## config.mk

```make
export PLATFORM = sky130hd
export DESIGN_NAME = scp_top
export DESIGN_NICKNAME = d
export VERILOG_FILES = /design/src/common/scp_pkg.sv /design/src/design/scp_overload_filter_timer.sv /design/src/design/scp_top.sv
export SDC_FILE = /design/constraint.sdc
export NUM_CORES = 1
export LEC_CHECK = 0
export BUFFER_PORTS_ARGS = -buffer_cell sky130_fd_sc_hd__buf_2
export CAP_MARGIN = 20
export CORE_ASPECT_RATIO = 0.6
export CORE_MARGIN = 10
export CORE_UTILIZATION = 55
export CTS_BUF_LIST = sky130_fd_sc_hd__clkbuf_8
export CTS_CLUSTER_DIAMETER = 150
export DETAILED_ROUTE_END_ITERATION = 6
export GPL_TIMING_DRIVEN = 0
export PLACE_DENSITY = 0.83
export SYNTH_ARGS = -nofsm -noshare
export SYNTH_HDL_FRONTEND = slang
export SYNTH_SLANG_ARGS = --single-unit
```

## constraint.sdc

```tcl
create_clock -name clk -period 3.6 [get_ports clk]
set_input_delay 0.72 -clock clk [delete_from_list [all_inputs] [get_ports clk]]
set_output_delay 0.72 -clock clk [all_outputs]
set_load 0.01 [all_outputs]
```

## src/common/scp_pkg.sv

```systemverilog
`default_nettype none
package scp_pkg;
	localparam int NCH = 2;
	localparam int ADDR_W = 4;
	// word offsets (byte addresses)
	localparam logic [ADDR_W-1:0] ADDR_TARGET0 = 4'h0;
	localparam logic [ADDR_W-1:0] ADDR_TARGET1 = 4'h4;
	localparam logic [ADDR_W-1:0] ADDR_CALIB   = 4'h8;
	localparam logic [ADDR_W-1:0] ADDR_FAULT   = 4'hc;
	// target register: [10:0] current target, [15] enable, [23:16] period, [24] low side config
	localparam int TGT_W = 11;
	localparam int TGT_EN_BIT = 15;
	localparam int PER_LSB = 16;
	localparam int PER_W = 8;
	localparam int LS_BIT = 24;
	// calibration register: [0] mode, [5:2] drive bits, [31:16] readback
	localparam int CM_BIT = 0;
	localparam int DRV_LSB = 2;
	localparam int DRV_W = 4;
	localparam int CAL_RB_LSB = 16;
	localparam int CAL_RB_W = 16;
	// fault register per channel, 4 bits at ch*4: ovc, open_load_bypass_flag, ot, ot_active
	localparam int FLT_STRIDE = 4;
	localparam int FLT_OVC = 0;
	localparam int FLT_OPEN_LOAD_BYPASS_FLAG = 1;
	localparam int FLT_OT = 2;
	localparam int FLT_OTACT = 3;
	localparam logic [PER_W-1:0] PER_INVALID = 8'h00;
	localparam int OVERLOAD_FILTER_TIMER_CYCLES = 30;
	localparam logic [31:0] WB_ZERO = 32'h0000_0000;

	typedef struct packed {
		logic ovl_high;   // above high threshold
		logic ovl_low;    // above low threshold
		logic ovl_drive;  // overload located in own drive fet
		logic open_on;    // open load while on
		logic overtemp;   // temperature indication
		logic sw_state;   // monitored transistor state
	} scp_sense_s;

	typedef struct packed {
		logic [TGT_W-1:0] target;
		logic             enable;
		logic [PER_W-1:0] period;
		logic             low_side_config;
	} scp_chcfg_s;
endpackage : scp_pkg
`default_nettype wire

```

## src/design/scp_overload_filter_timer.sv

```systemverilog
`timescale 1ns/100ps
`default_nettype none
module scp_overload_filter_timer #(
	parameter int CYCLES = scp_pkg::OVERLOAD_FILTER_TIMER_CYCLES
) (
	input  wire logic clk,
	input  wire logic resetn,
	input  wire logic armed,
	input  wire logic ovl_low,
	input  wire logic ovl_high,
	input  wire logic sw_state,
	output logic      trip
);
	localparam int CW = $clog2(CYCLES + 1);
	localparam logic [CW-1:0] LAST = CW'(CYCLES);
	logic [CW-1:0] cnt_reg;
	logic          sw_d_reg;

	always_ff @(posedge clk or negedge resetn)
	begin
		if (!resetn)
			sw_d_reg <= 1'b0;
		else
			sw_d_reg <= sw_state;
	end

	always_ff @(posedge clk or negedge resetn)
	begin
		if (!resetn)
			cnt_reg <= '0;
		else if (!armed || !ovl_low || sw_state != sw_d_reg)
			cnt_reg <= '0;
		else if (cnt_reg != LAST)
			cnt_reg <= cnt_reg + CW'(1);
	end

	// high threshold trips at once; low only after the filter time
	assign trip = armed && (ovl_high || (ovl_low && cnt_reg == LAST));
endmodule : scp_overload_filter_timer
`default_nettype wire

```

## src/design/scp_top.sv

```systemverilog
// Design decisions made here: the placing of the registers and the Wishbone interface to the registers.
`timescale 1ns/100ps
`default_nettype none
// Operation
// - calibration entered only with both targets zero and enable set
// - mode write discarded if any channel is on
// - in calibration, drive bits switch transistors directly
// - calibration readback is 16-bit average current, full scale 1.5 A
// - readback invalid when period is zero
// - current limiting off during calibration
// - overload switches channel off, clears target and enable, latches flag
// - overcurrent flag cleared by fault register read
// - high threshold disables stage at once
// - between thresholds, fault only after filter time persists
// - own fet sets overcurrent flag, opposite fet or open load sets bypass flag
// - each channel has own overtemperature, only that channel switched off
// - overtemperature turns channel off, clears target and enable, latches flag (in calibration the drive bits still switch the fets)
// - channel stays off while overtemperature indication persists (in calibration the drive bits still switch the fets)
// - restart needs fault read, enable set and nonzero target
// - overtemperature flag held until read and condition ended
// - overcurrent filter lasts between 20 and 40 clocks
// - overcurrent protection active only when enabled with nonzero target
module scp_top #(
	parameter int OVERLOAD_FILTER_TIMER = scp_pkg::OVERLOAD_FILTER_TIMER_CYCLES
) (
	input  wire logic                          clk,
	input  wire logic                          resetn,
	input  wire logic                          wb_cyc_i,
	input  wire logic                          wb_stb_i,
	input  wire logic                          wb_we_i,
	input  wire logic [scp_pkg::ADDR_W-1:0]    wb_adr_i,
	input  wire logic [3:0]                    wb_sel_i,
	input  wire logic [31:0]                   wb_dat_i,
	output logic      [31:0]                   wb_dat_o,
	output logic                               wb_ack_o,
	input  wire scp_pkg::scp_sense_s           sense_i [scp_pkg::NCH],
	input  wire logic [scp_pkg::CAL_RB_W-1:0] cal_avg_i,
	input  wire logic [scp_pkg::NCH-1:0]      reg_drive_i,
	input  wire logic [scp_pkg::NCH-1:0]      reg_recirc_i,
	output logic      [scp_pkg::NCH-1:0]      drive_fet_o,
	output logic      [scp_pkg::NCH-1:0]      recirc_fet_o,
	output logic                               calibration_mode_o,
	output logic                               limit_active_o,
	output logic                               cal_valid_o
);
	localparam int NCH = scp_pkg::NCH;

	scp_pkg::scp_chcfg_s               cfg_reg [NCH];
	logic                              calibration_mode_bit_reg;
	logic [scp_pkg::DRV_W-1:0]         transistor_drive_bits_reg;
	logic [NCH-1:0]                    ovc_reg;
	logic [NCH-1:0]                    open_load_bypass_flag_reg;
	logic [NCH-1:0]                    ot_reg;
	logic [NCH-1:0]                    trip;
	logic [NCH-1:0]                    armed;
	logic [NCH-1:0]                    ch_off;
	logic [NCH-1:0]                    ch_on;
	logic                              req;
	logic                              wr;
	logic                              rd_fault;
	logic                              cm_write_ok;
	logic [31:0]                       rdata;

	assign req = wb_cyc_i && wb_stb_i && !wb_ack_o;
	assign wr = req && wb_we_i && wb_sel_i[0];
	assign rd_fault = req && !wb_we_i && wb_adr_i == scp_pkg::ADDR_FAULT;

	genvar g;
	generate
		for (g = 0; g < NCH; g++)
		begin : gen_ch
			assign ch_off[g] = cfg_reg[g].target == '0;
			// overcurrent and open-load protection only while enabled with nonzero target, never in calibration
			assign armed[g] = cfg_reg[g].enable && !ch_off[g] && !calibration_mode_bit_reg;
			assign ch_on[g] = armed[g] && !ot_reg[g] && !sense_i[g].overtemp;
			scp_overload_filter_timer #(
				.CYCLES  (OVERLOAD_FILTER_TIMER)
			) u_overload_filter_timer (
				.clk      (clk),
				.resetn   (resetn),
				.armed    (armed[g]),
				.ovl_low  (sense_i[g].ovl_low),
				.ovl_high (sense_i[g].ovl_high),
				.sw_state (sense_i[g].sw_state),
				.trip     (trip[g])
			);
		end
	endgenerate

	// mode accepted only when every channel is off and enabled
	always_comb
	begin
		cm_write_ok = 1'b1;
		for (int i = 0; i < NCH; i++)
			if (!ch_off[i] || !cfg_reg[i].enable)
				cm_write_ok = 1'b0;
	end

	always_ff @(posedge clk or negedge resetn)
	begin
		if (!resetn)
		begin
			calibration_mode_bit_reg  <= 1'b0;
			transistor_drive_bits_reg <= '0;
		end
		else if (wr && wb_adr_i == scp_pkg::ADDR_CALIB)
		begin
			transistor_drive_bits_reg <= wb_dat_i[scp_pkg::DRV_LSB +: scp_pkg::DRV_W];
			if (!wb_dat_i[scp_pkg::CM_BIT])
				calibration_mode_bit_reg <= 1'b0;
			else if (cm_write_ok)
				calibration_mode_bit_reg <= 1'b1;
		end
	end

	// targets; protection clears win over a same-cycle write
	always_ff @(posedge clk or negedge resetn)
	begin
		if (!resetn)
		begin
			for (int i = 0; i < NCH; i++)
				cfg_reg[i] <= '0;
		end
		else
		begin
			for (int i = 0; i < NCH; i++)
			begin
				if (wr && wb_adr_i == (i == 0 ? scp_pkg::ADDR_TARGET0 : scp_pkg::ADDR_TARGET1))
				begin
					cfg_reg[i].target <= wb_dat_i[scp_pkg::TGT_W-1:0];
					cfg_reg[i].enable <= wb_dat_i[scp_pkg::TGT_EN_BIT];
					cfg_reg[i].period <= wb_dat_i[scp_pkg::PER_LSB +: scp_pkg::PER_W];
					cfg_reg[i].low_side_config <= wb_dat_i[scp_pkg::LS_BIT];
				end
				if ((armed[i] && (trip[i] || sense_i[i].open_on)) || sense_i[i].overtemp)
				begin
					cfg_reg[i].target <= '0;
					cfg_reg[i].enable <= 1'b0;
				end
			end
		end
	end

	// fault flags: set wins over read clear
	always_ff @(posedge clk or negedge resetn)
	begin
		if (!resetn)
		begin
			ovc_reg  <= '0;
			open_load_bypass_flag_reg <= '0;
			ot_reg   <= '0;
		end
		else
		begin
			for (int i = 0; i < NCH; i++)
			begin
				if (armed[i] && (trip[i] && !sense_i[i].ovl_drive || sense_i[i].open_on))
					open_load_bypass_flag_reg[i] <= 1'b1;
				else if (rd_fault)
					open_load_bypass_flag_reg[i] <= 1'b0;
				if (armed[i] && trip[i] && sense_i[i].ovl_drive)
					ovc_reg[i] <= 1'b1;
				else if (rd_fault)
					ovc_reg[i] <= 1'b0;
				if (sense_i[i].overtemp)
					ot_reg[i] <= 1'b1;
				else if (rd_fault)
					ot_reg[i] <= 1'b0;
			end
		end
	end

	always_comb
	begin
		rdata = scp_pkg::WB_ZERO;
		case (wb_adr_i)
			scp_pkg::ADDR_TARGET0, scp_pkg::ADDR_TARGET1:
			begin
				for (int i = 0; i < NCH; i++)
					if (wb_adr_i == (i == 0 ? scp_pkg::ADDR_TARGET0 : scp_pkg::ADDR_TARGET1))
					begin
						rdata[scp_pkg::TGT_W-1:0] = cfg_reg[i].target;
						rdata[scp_pkg::TGT_EN_BIT] = cfg_reg[i].enable;
						rdata[scp_pkg::PER_LSB +: scp_pkg::PER_W] = cfg_reg[i].period;
						rdata[scp_pkg::LS_BIT] = cfg_reg[i].low_side_config;
					end
			end
			scp_pkg::ADDR_CALIB:
			begin
				rdata[scp_pkg::CM_BIT] = calibration_mode_bit_reg;
				rdata[scp_pkg::DRV_LSB +: scp_pkg::DRV_W] = transistor_drive_bits_reg;
				if (calibration_mode_bit_reg)
					rdata[scp_pkg::CAL_RB_LSB +: scp_pkg::CAL_RB_W] = cal_avg_i;
			end
			scp_pkg::ADDR_FAULT:
			begin
				for (int i = 0; i < NCH; i++)
				begin
					rdata[i*scp_pkg::FLT_STRIDE + scp_pkg::FLT_OVC] = ovc_reg[i];
					rdata[i*scp_pkg::FLT_STRIDE + scp_pkg::FLT_OPEN_LOAD_BYPASS_FLAG] = open_load_bypass_flag_reg[i];
					rdata[i*scp_pkg::FLT_STRIDE + scp_pkg::FLT_OT] = ot_reg[i];
					rdata[i*scp_pkg::FLT_STRIDE + scp_pkg::FLT_OTACT] = sense_i[i].overtemp;
				end
			end
			default:
				rdata = scp_pkg::WB_ZERO;
		endcase
	end

	// single wait-free answer: ack one cycle after request seen
	always_ff @(posedge clk or negedge resetn)
	begin
		if (!resetn)
		begin
			wb_ack_o <= 1'b0;
			wb_dat_o <= '0;
		end
		else
		begin
			wb_ack_o <= req;
			wb_dat_o <= req ? rdata : scp_pkg::WB_ZERO;
		end
	end

	// output stage: calibration drives fets straight from the drive bits
	always_ff @(posedge clk or negedge resetn)
	begin
		if (!resetn)
		begin
			drive_fet_o  <= '0;
			recirc_fet_o <= '0;
		end
		else if (calibration_mode_bit_reg)
		begin
			for (int i = 0; i < NCH; i++)
			begin
				drive_fet_o[i]  <= transistor_drive_bits_reg[2*i];
				recirc_fet_o[i] <= transistor_drive_bits_reg[2*i+1];
			end
		end
		else
		begin
			for (int i = 0; i < NCH; i++)
			begin
				// fast path: a trip this cycle drops the stage at once
				drive_fet_o[i]  <= ch_on[i] && !trip[i] && reg_drive_i[i];
				recirc_fet_o[i] <= ch_on[i] && !trip[i] && reg_recirc_i[i];
			end
		end
	end

	always_ff @(posedge clk or negedge resetn)
	begin
		if (!resetn)
		begin
			calibration_mode_o <= 1'b0;
			limit_active_o     <= 1'b0;
			cal_valid_o        <= 1'b0;
		end
		else
		begin
			calibration_mode_o <= calibration_mode_bit_reg;
			limit_active_o     <= !calibration_mode_bit_reg;
			// period of channel 0 governs the calibration measurement
			cal_valid_o <= calibration_mode_bit_reg && cfg_reg[0].period != scp_pkg::PER_INVALID;
		end
	end
endmodule : scp_top
`default_nettype wire

```

Yosys cells after proc, flatten, opt, wreduce, memory -nomap -nowiden
Cells that the tools add are included.

Bits in registers: 105. Output and inout bits: 40. Bits of input ports: 77. Logic and storage cells: 161.

Reduce and logical (&&, ||, !) cells: 87. Muxes and demuxes: 35. Add/subtract/negate cells: 2. Equal/unequal tests: 10.

Operators by type and width (count): 21-bit two-way mux (2); 1-bit logical AND (38); 32-bit two-way mux (1); 12-bit two-way mux (2); 11-bit zero test (2); 11-bit two-way mux (2); 10-bit two-way mux (2); 5-bit two-way mux (4); 2-bit nonzero test (10); 1-bit zero test (19); 9-bit case mux with 2 select lines (1); 16-bit two-way mux (1); 1-bit logical OR (14); 1-bit two-way mux (12); 4-bit case mux with 3 select lines (1); 5-bit by 1-bit adder with 5-bit output (second input constant) (2); 5-bit equality test (second input constant) (2); 5-bit inequality test (second input constant) (2); 4-bit equality test (second input constant) (2); 8-bit nonzero test (1); 7-bit two-way mux (1); 4-bit by 3-bit equality test with 1-bit output (second input constant) (1); 4-bit zero test (1); 2-bit two-way mux (2); other kinds (8) (9).

Depth between registers and ports, before layout
Word-level depth: 9. Gate-level depth with buffers: 7. Depth with buffers taken out: 6.

Cells and area by module
Synthesis repeated with hierarchy kept, for this count alone.

Cells, all modules: 427. Area total of the unflattened synthesis: 4377.9 um^2.

Modules (own cells, without submodules): scp_top (cells an instance 367, seq. area each 2227.1 um^2, times used 1, area an instance 3754.9 um^2); scp_overload_filter_timer (cells an instance 30, seq. area each 150.1 um^2, times used 2, area an instance 311.5 um^2).

Least setup slack after synthesis
OpenSTA, ideal clock, no wires.

Kind: input -> register. From: input wb_adr_i[3] (netlist bit). To: register wb_dat_o[22]. Stages on the path: 7. Data arrival time: 1.810 ns. Path buffers: 3. Slack: 1.661 ns. Setup time: 0.129 ns. Required time: 3.471 ns. Cells stage by stage: buf_4 -> nor2b_1 -> and3_1 -> buf_2 -> buf_6 -> a222oi_1 -> nor2_1.

Word-level cells in the longest chain between the ends: 5. Elaborated cells on any way between the ends: 8. Those cells by class: eq/ne (2); mux (4); reduce/logical (2).

RTL lines: from (decl) (RTL line scp_top.sv:31) `input wire logic [scp_pkg::ADDR_W-1:0] wb_adr_i,`; 4-bit zero test (RTL line scp_top.sv:176, scp_top.sv:180); 10-bit two-way mux (2 in series) (RTL line scp_top.sv:180) `if (wb_adr_i == (i == 0 ? scp_pkg::ADDR_TARGET0 : scp_pkg::ADDR_TARGET1))`; 9-bit case mux with 2 select lines * (RTL line scp_top.sv:176) `case (wb_adr_i)`; 32-bit two-way mux * (RTL line scp_top.sv:221) `wb_dat_o <= req ? rdata : scp_pkg::WB_ZERO;`; to (signal assigned) (RTL line scp_top.sv:221); to (decl) (RTL line scp_top.sv:34) `output logic [31:0] wb_dat_o,`.

Mark *: on every way between the ends. The rest lies on a longest branch, timed or not. A chain may end at the register's enable or synchronous reset.

Worst setup path in the final report
From: register calibration_mode_bit_reg. To: register cfg_reg[33] (netlist bit).

Word-level cells in the longest chain between the ends: 7. Elaborated cells on any way between the ends: 8. Those cells by class: mux (1); reduce/logical (7).

RTL lines: from (decl) (RTL line scp_top.sv:49) `logic calibration_mode_bit_reg;`; from (signal assigned) (RTL line scp_top.sv:103) `calibration_mode_bit_reg <= 1'b0;`; from (signal assigned) (RTL line scp_top.sv:110) `calibration_mode_bit_reg <= 1'b0;`; from (signal assigned) (RTL line scp_top.sv:112) `calibration_mode_bit_reg <= 1'b1;`; 1-bit zero test * (RTL line scp_top.sv:74) `assign armed[g] = cfg_reg[g].enable && !ch_off[g] && !calibration_mode_bit_reg;`; 1-bit logical AND * (RTL line scp_top.sv:74); 1-bit logical AND (RTL line scp_overload_filter_timer.sv:38) `assign trip = armed && (ovl_high || (ovl_low && cnt_reg == LAST));`; 1-bit logical OR (RTL line scp_top.sv:135) `if ((armed[i] && (trip[i] || sense_i[i].open_on)) || sense_i[i].overtemp)`; 1-bit logical AND * (RTL line scp_top.sv:135); 1-bit logical OR * (RTL line scp_top.sv:135); 12-bit two-way mux / 2-bit nonzero test (equally long branches); to (decl) (RTL line scp_top.sv:48) `scp_pkg::scp_chcfg_s cfg_reg [NCH];`.

Marks and branches as above.

==> impl_metrics.csv <==
group,metric,value,unit
critical_path,startpoint,"calibration_mode_bit_reg",
synth,ys_warn_count,0,
global_route,grt_max_degree,64,
synth,synth_area_leaders,"dfrtp_1 58%, nand2_1 8.9%, a21oi_1 3.7%, nor2_1 2.8%, a222oi_1 2.1%",
clock_network,postCtsSetupBuffers,0,
critical_path,worst-path-buf-inv,2,
critical_path,end_kind,"register",
place,gp_congestion,0.949,
synth,syn_area,4370,um2
clock_network,clk_latency,0.37,ns
finish,final_cells,653,
die,io_pins,117,
clock_network,cts_root_buf,"clkbuf_8",
synth,ys_types,43,
critical_path,r2r-start,"calibration_mode_bit_reg",
sta,slew_headroom,37.5,%
finish,nets,622,
routing,vias,3750,
synth,synth.top_cell.area_share,57.9,%
critical_path,cp.required,3.85,ns
sta,min_period,2.18,ns
flow_run,cap_violations,0,
critical_path,crit_path_max_fanout,10,
sta,tightestPinTransition,0.932,ns
power_and_ir_drop,p_leak,2.66,nW
die,die_h,89.0,um
global_route,grt_pass1_wl,19100,um
clock_network,clk_pin_slew,0.09,ns
synth,ys_ff_latch,101,
routing,firstDrtPassIters,6,
finish,diodes,0,
sta,skew,0.0136,ns
global_route,antenna_found_initial,1,
sta,whs,0.317,ns
sta,rsz0062_at_grt,"false",
synth,syn_avg_cell_area,10.2,um2
power_and_ir_drop,powerDensity,380,nW/um2
place,hpwl,8970,um
critical_path,worst-setup-path-type,"reg -> reg",
global_route,grt_use_total,20.4,%
finish,layout-area-overhead-vs-synth,19.1,%
critical_path,max_stage_delay,0.79,ns
critical_path,setup.worst_path.start_class,"register",
sta,max_freq,0.459,GHz
global_route,grt_overflow,0,
die,dieWidth,135,um
place,post_dp_cell_area,5020,um2
clock_network,cts_resized,0,
routing,wirelength,11800,um
global_route,grt_pass1_vias,3745,
synth,synth-edff-count,0,
synth,yosysSeqAreaShare,57.9,%
clock_network,numCtsBuffers,9,
min_path,min_path_type,"in -> async",
clock_network,cts_tree,"done",
die,start_util,56.1,%
critical_path,critPathTopFamily,"compound AO/OA/AOI/OAI gates",
sta,setup_violations,0,
synth,yosys_most_used_dff,"dfrtp_1",
sta,fin_crit_sh,60.5,%
critical_path,path_common_cell,"buf_2",
status,status,"finished clean",
die,row_count,25,
sta,tns,0,ns
clock_network,clockBufferDepth,2,
clock_network,ctsHoldBuffers,0,
sta,finalHoldViolCount,0,
clock_network,htree_levels,3,
sta,slew_violations,0,
synth,syn_inst,430,
finish,largest_register_ffs,42,
critical_path,crit_chain,"buf_2 > a311oi_1 > a21o_1 > buf_2 > a21oi_1",
routing,final_antenna_net_count,0,
routing,drc,0,
synth,synthArstFlopShare,100,%
finish,design_area,5200,um2
critical_path,crit_arrival,2.43,ns
routing,drt_iter0_drc,410,
place,dp_cells,638,
place,io_buffers,96,
routing,via_per_inst,5.74,
critical_path,cp_slowest_cell,"a311oi_1",
synth,synth_top_cell_by_area,"dfrtp_1",
die,dieArea,12000,um2
power_and_ir_drop,peakVddDrop,0.000210,V
clock_network,cts.sinks,101,
finish,fillers,595,
die,core_area,7790,um2
finish,drive_above_1_share,26.1,%
routing,post_drt_wl_per_cell,18.1,um
==> metal layers <==
layer | vias up | GRT usage (%) | routed length (um)
met4 | 0 | 6.71 | 150
met5 | - | 0 | 0
met1 | 1801 | 27.0 | 5240
met3 | 22 | 9.26 | 1480
li1 | 1712 | - | -
met2 | 215 | 29.2 | 4970
==> path summary, 6_finish.rpt <==
path	to	slack (ns)	cells after the start
max	cfg_reg[33]	1.42	5
min	transistor_drive_bits_reg[2]	0.32	1
max reg2reg	cfg_reg[33]	1.42	5
min reg2reg	calibration_mode_o	0.38	0
max in group asynchronous	cfg_reg[1]	2.60	2
min in group clk	calibration_mode_o	0.38	0
==> cell usage after synthesis, types with 3 or more instances <==
cell type,instances
nand2_1,104
dfrtp_1,101
nor2_1,33
a21oi_1,32
nand3_1,15
and3_1,13
buf_2,10
a222oi_1,9
mux2_2,8
a22oi_1,7
inv_1,7
nor3_1,7
o21ai_0,7
a22o_1,6
buf_4,6
clkbuf_1,6
nor4_1,6
mux2i_1,5
nand4_1,5
a21o_1,4
ha_1,4
a211oi_1,3
and4_1,3
buf_6,3
==> power by group <==
| part | internal (mW) | switching, mW |
|---|---|---|
| sequential | 1.15 | 0.0149 |
| combinational | 0.0588 | 0.0919 |
| clock | 0.299 | 0.358 |
==> cell type report <==
cell class / count / area, um2 / share of cell area, %
Clock inverter: 3 / 12.5 / 0.241
Buffer: 25 / 151 / 2.91
Sequential cell: 101 / 2530 / 48.6
Inverter: 8 / 30.0 / 0.577
Clock buffer: 12 / 165 / 3.18
Tap cell: 108 / 135 / 2.60
Timing Repair Buffer: 97 / 510 / 9.81
Multi-Input combinational cell: 299 / 1670 / 32.1
==> worst reg2reg max path: cells and delay by family (launching register included) <==
family          cells  cell delay [ns]
compound gates      3             1.20
buf+inv             2             0.49
flops               1             0.38
==> logic make-up (layout without fill, tap and decap cells) <==
logic type / count (synthesis) / in the layout / share of synthesized area, %
other: 1 / 4 / 0.0859
xor gates and xnor gates: 3 / 3 / 0.602
adders and majority gates: 4 / 4 / 1.15
buffers and inverters: 33 / 145 / 4.15
muxes: 13 / 13 / 3.21
AOI/OAI and AO/OA: 79 / 79 / 12.2
DFF: 101 / 101 / 57.9
and+or+nand+nor: 196 / 196 / 20.7
==> cells in the final DEF (no fill, tap or decap), types with 2 or more instances in the layout <==
master,instances
xnor2_1,2
nor3_1,7
o21ai_0,7
a22oi_1,7
nand4_1,5
buf_6,3
a222oi_1,9
clkbuf_8,12
nand3_1,15
a22o_1,6
a31oi_1,2
and3_1,13
and4_1,3
a311oi_1,2
mux2i_1,5
a21o_1,4
a32o_1,2
nor2_1,33
mux2_2,8
conb_1,4
a21oi_1,32
nor4_1,6
buf_4,7
nand2_1,104
ha_1,4
o21bai_1,2
dfrtp_1,101
buf_2,105
and2_1,2
a211oi_1,3
inv_1,9
a211o_1,2
clkbuf_1,6
==> stage by stage <==
step	power, mW	util (%)	setup slack [ns]
2_1_floorplan	1.25	-	1.66
3_3_place_gp	1.33	64.1	0.820
3_5_place_dp	1.34	64.5	1.29
4_1_cts	1.98	66.8	1.50
5_1_grt	2.06	66.8	1.30
6_report	1.98	66.8	1.42
(Power assumes the default switching activity.)
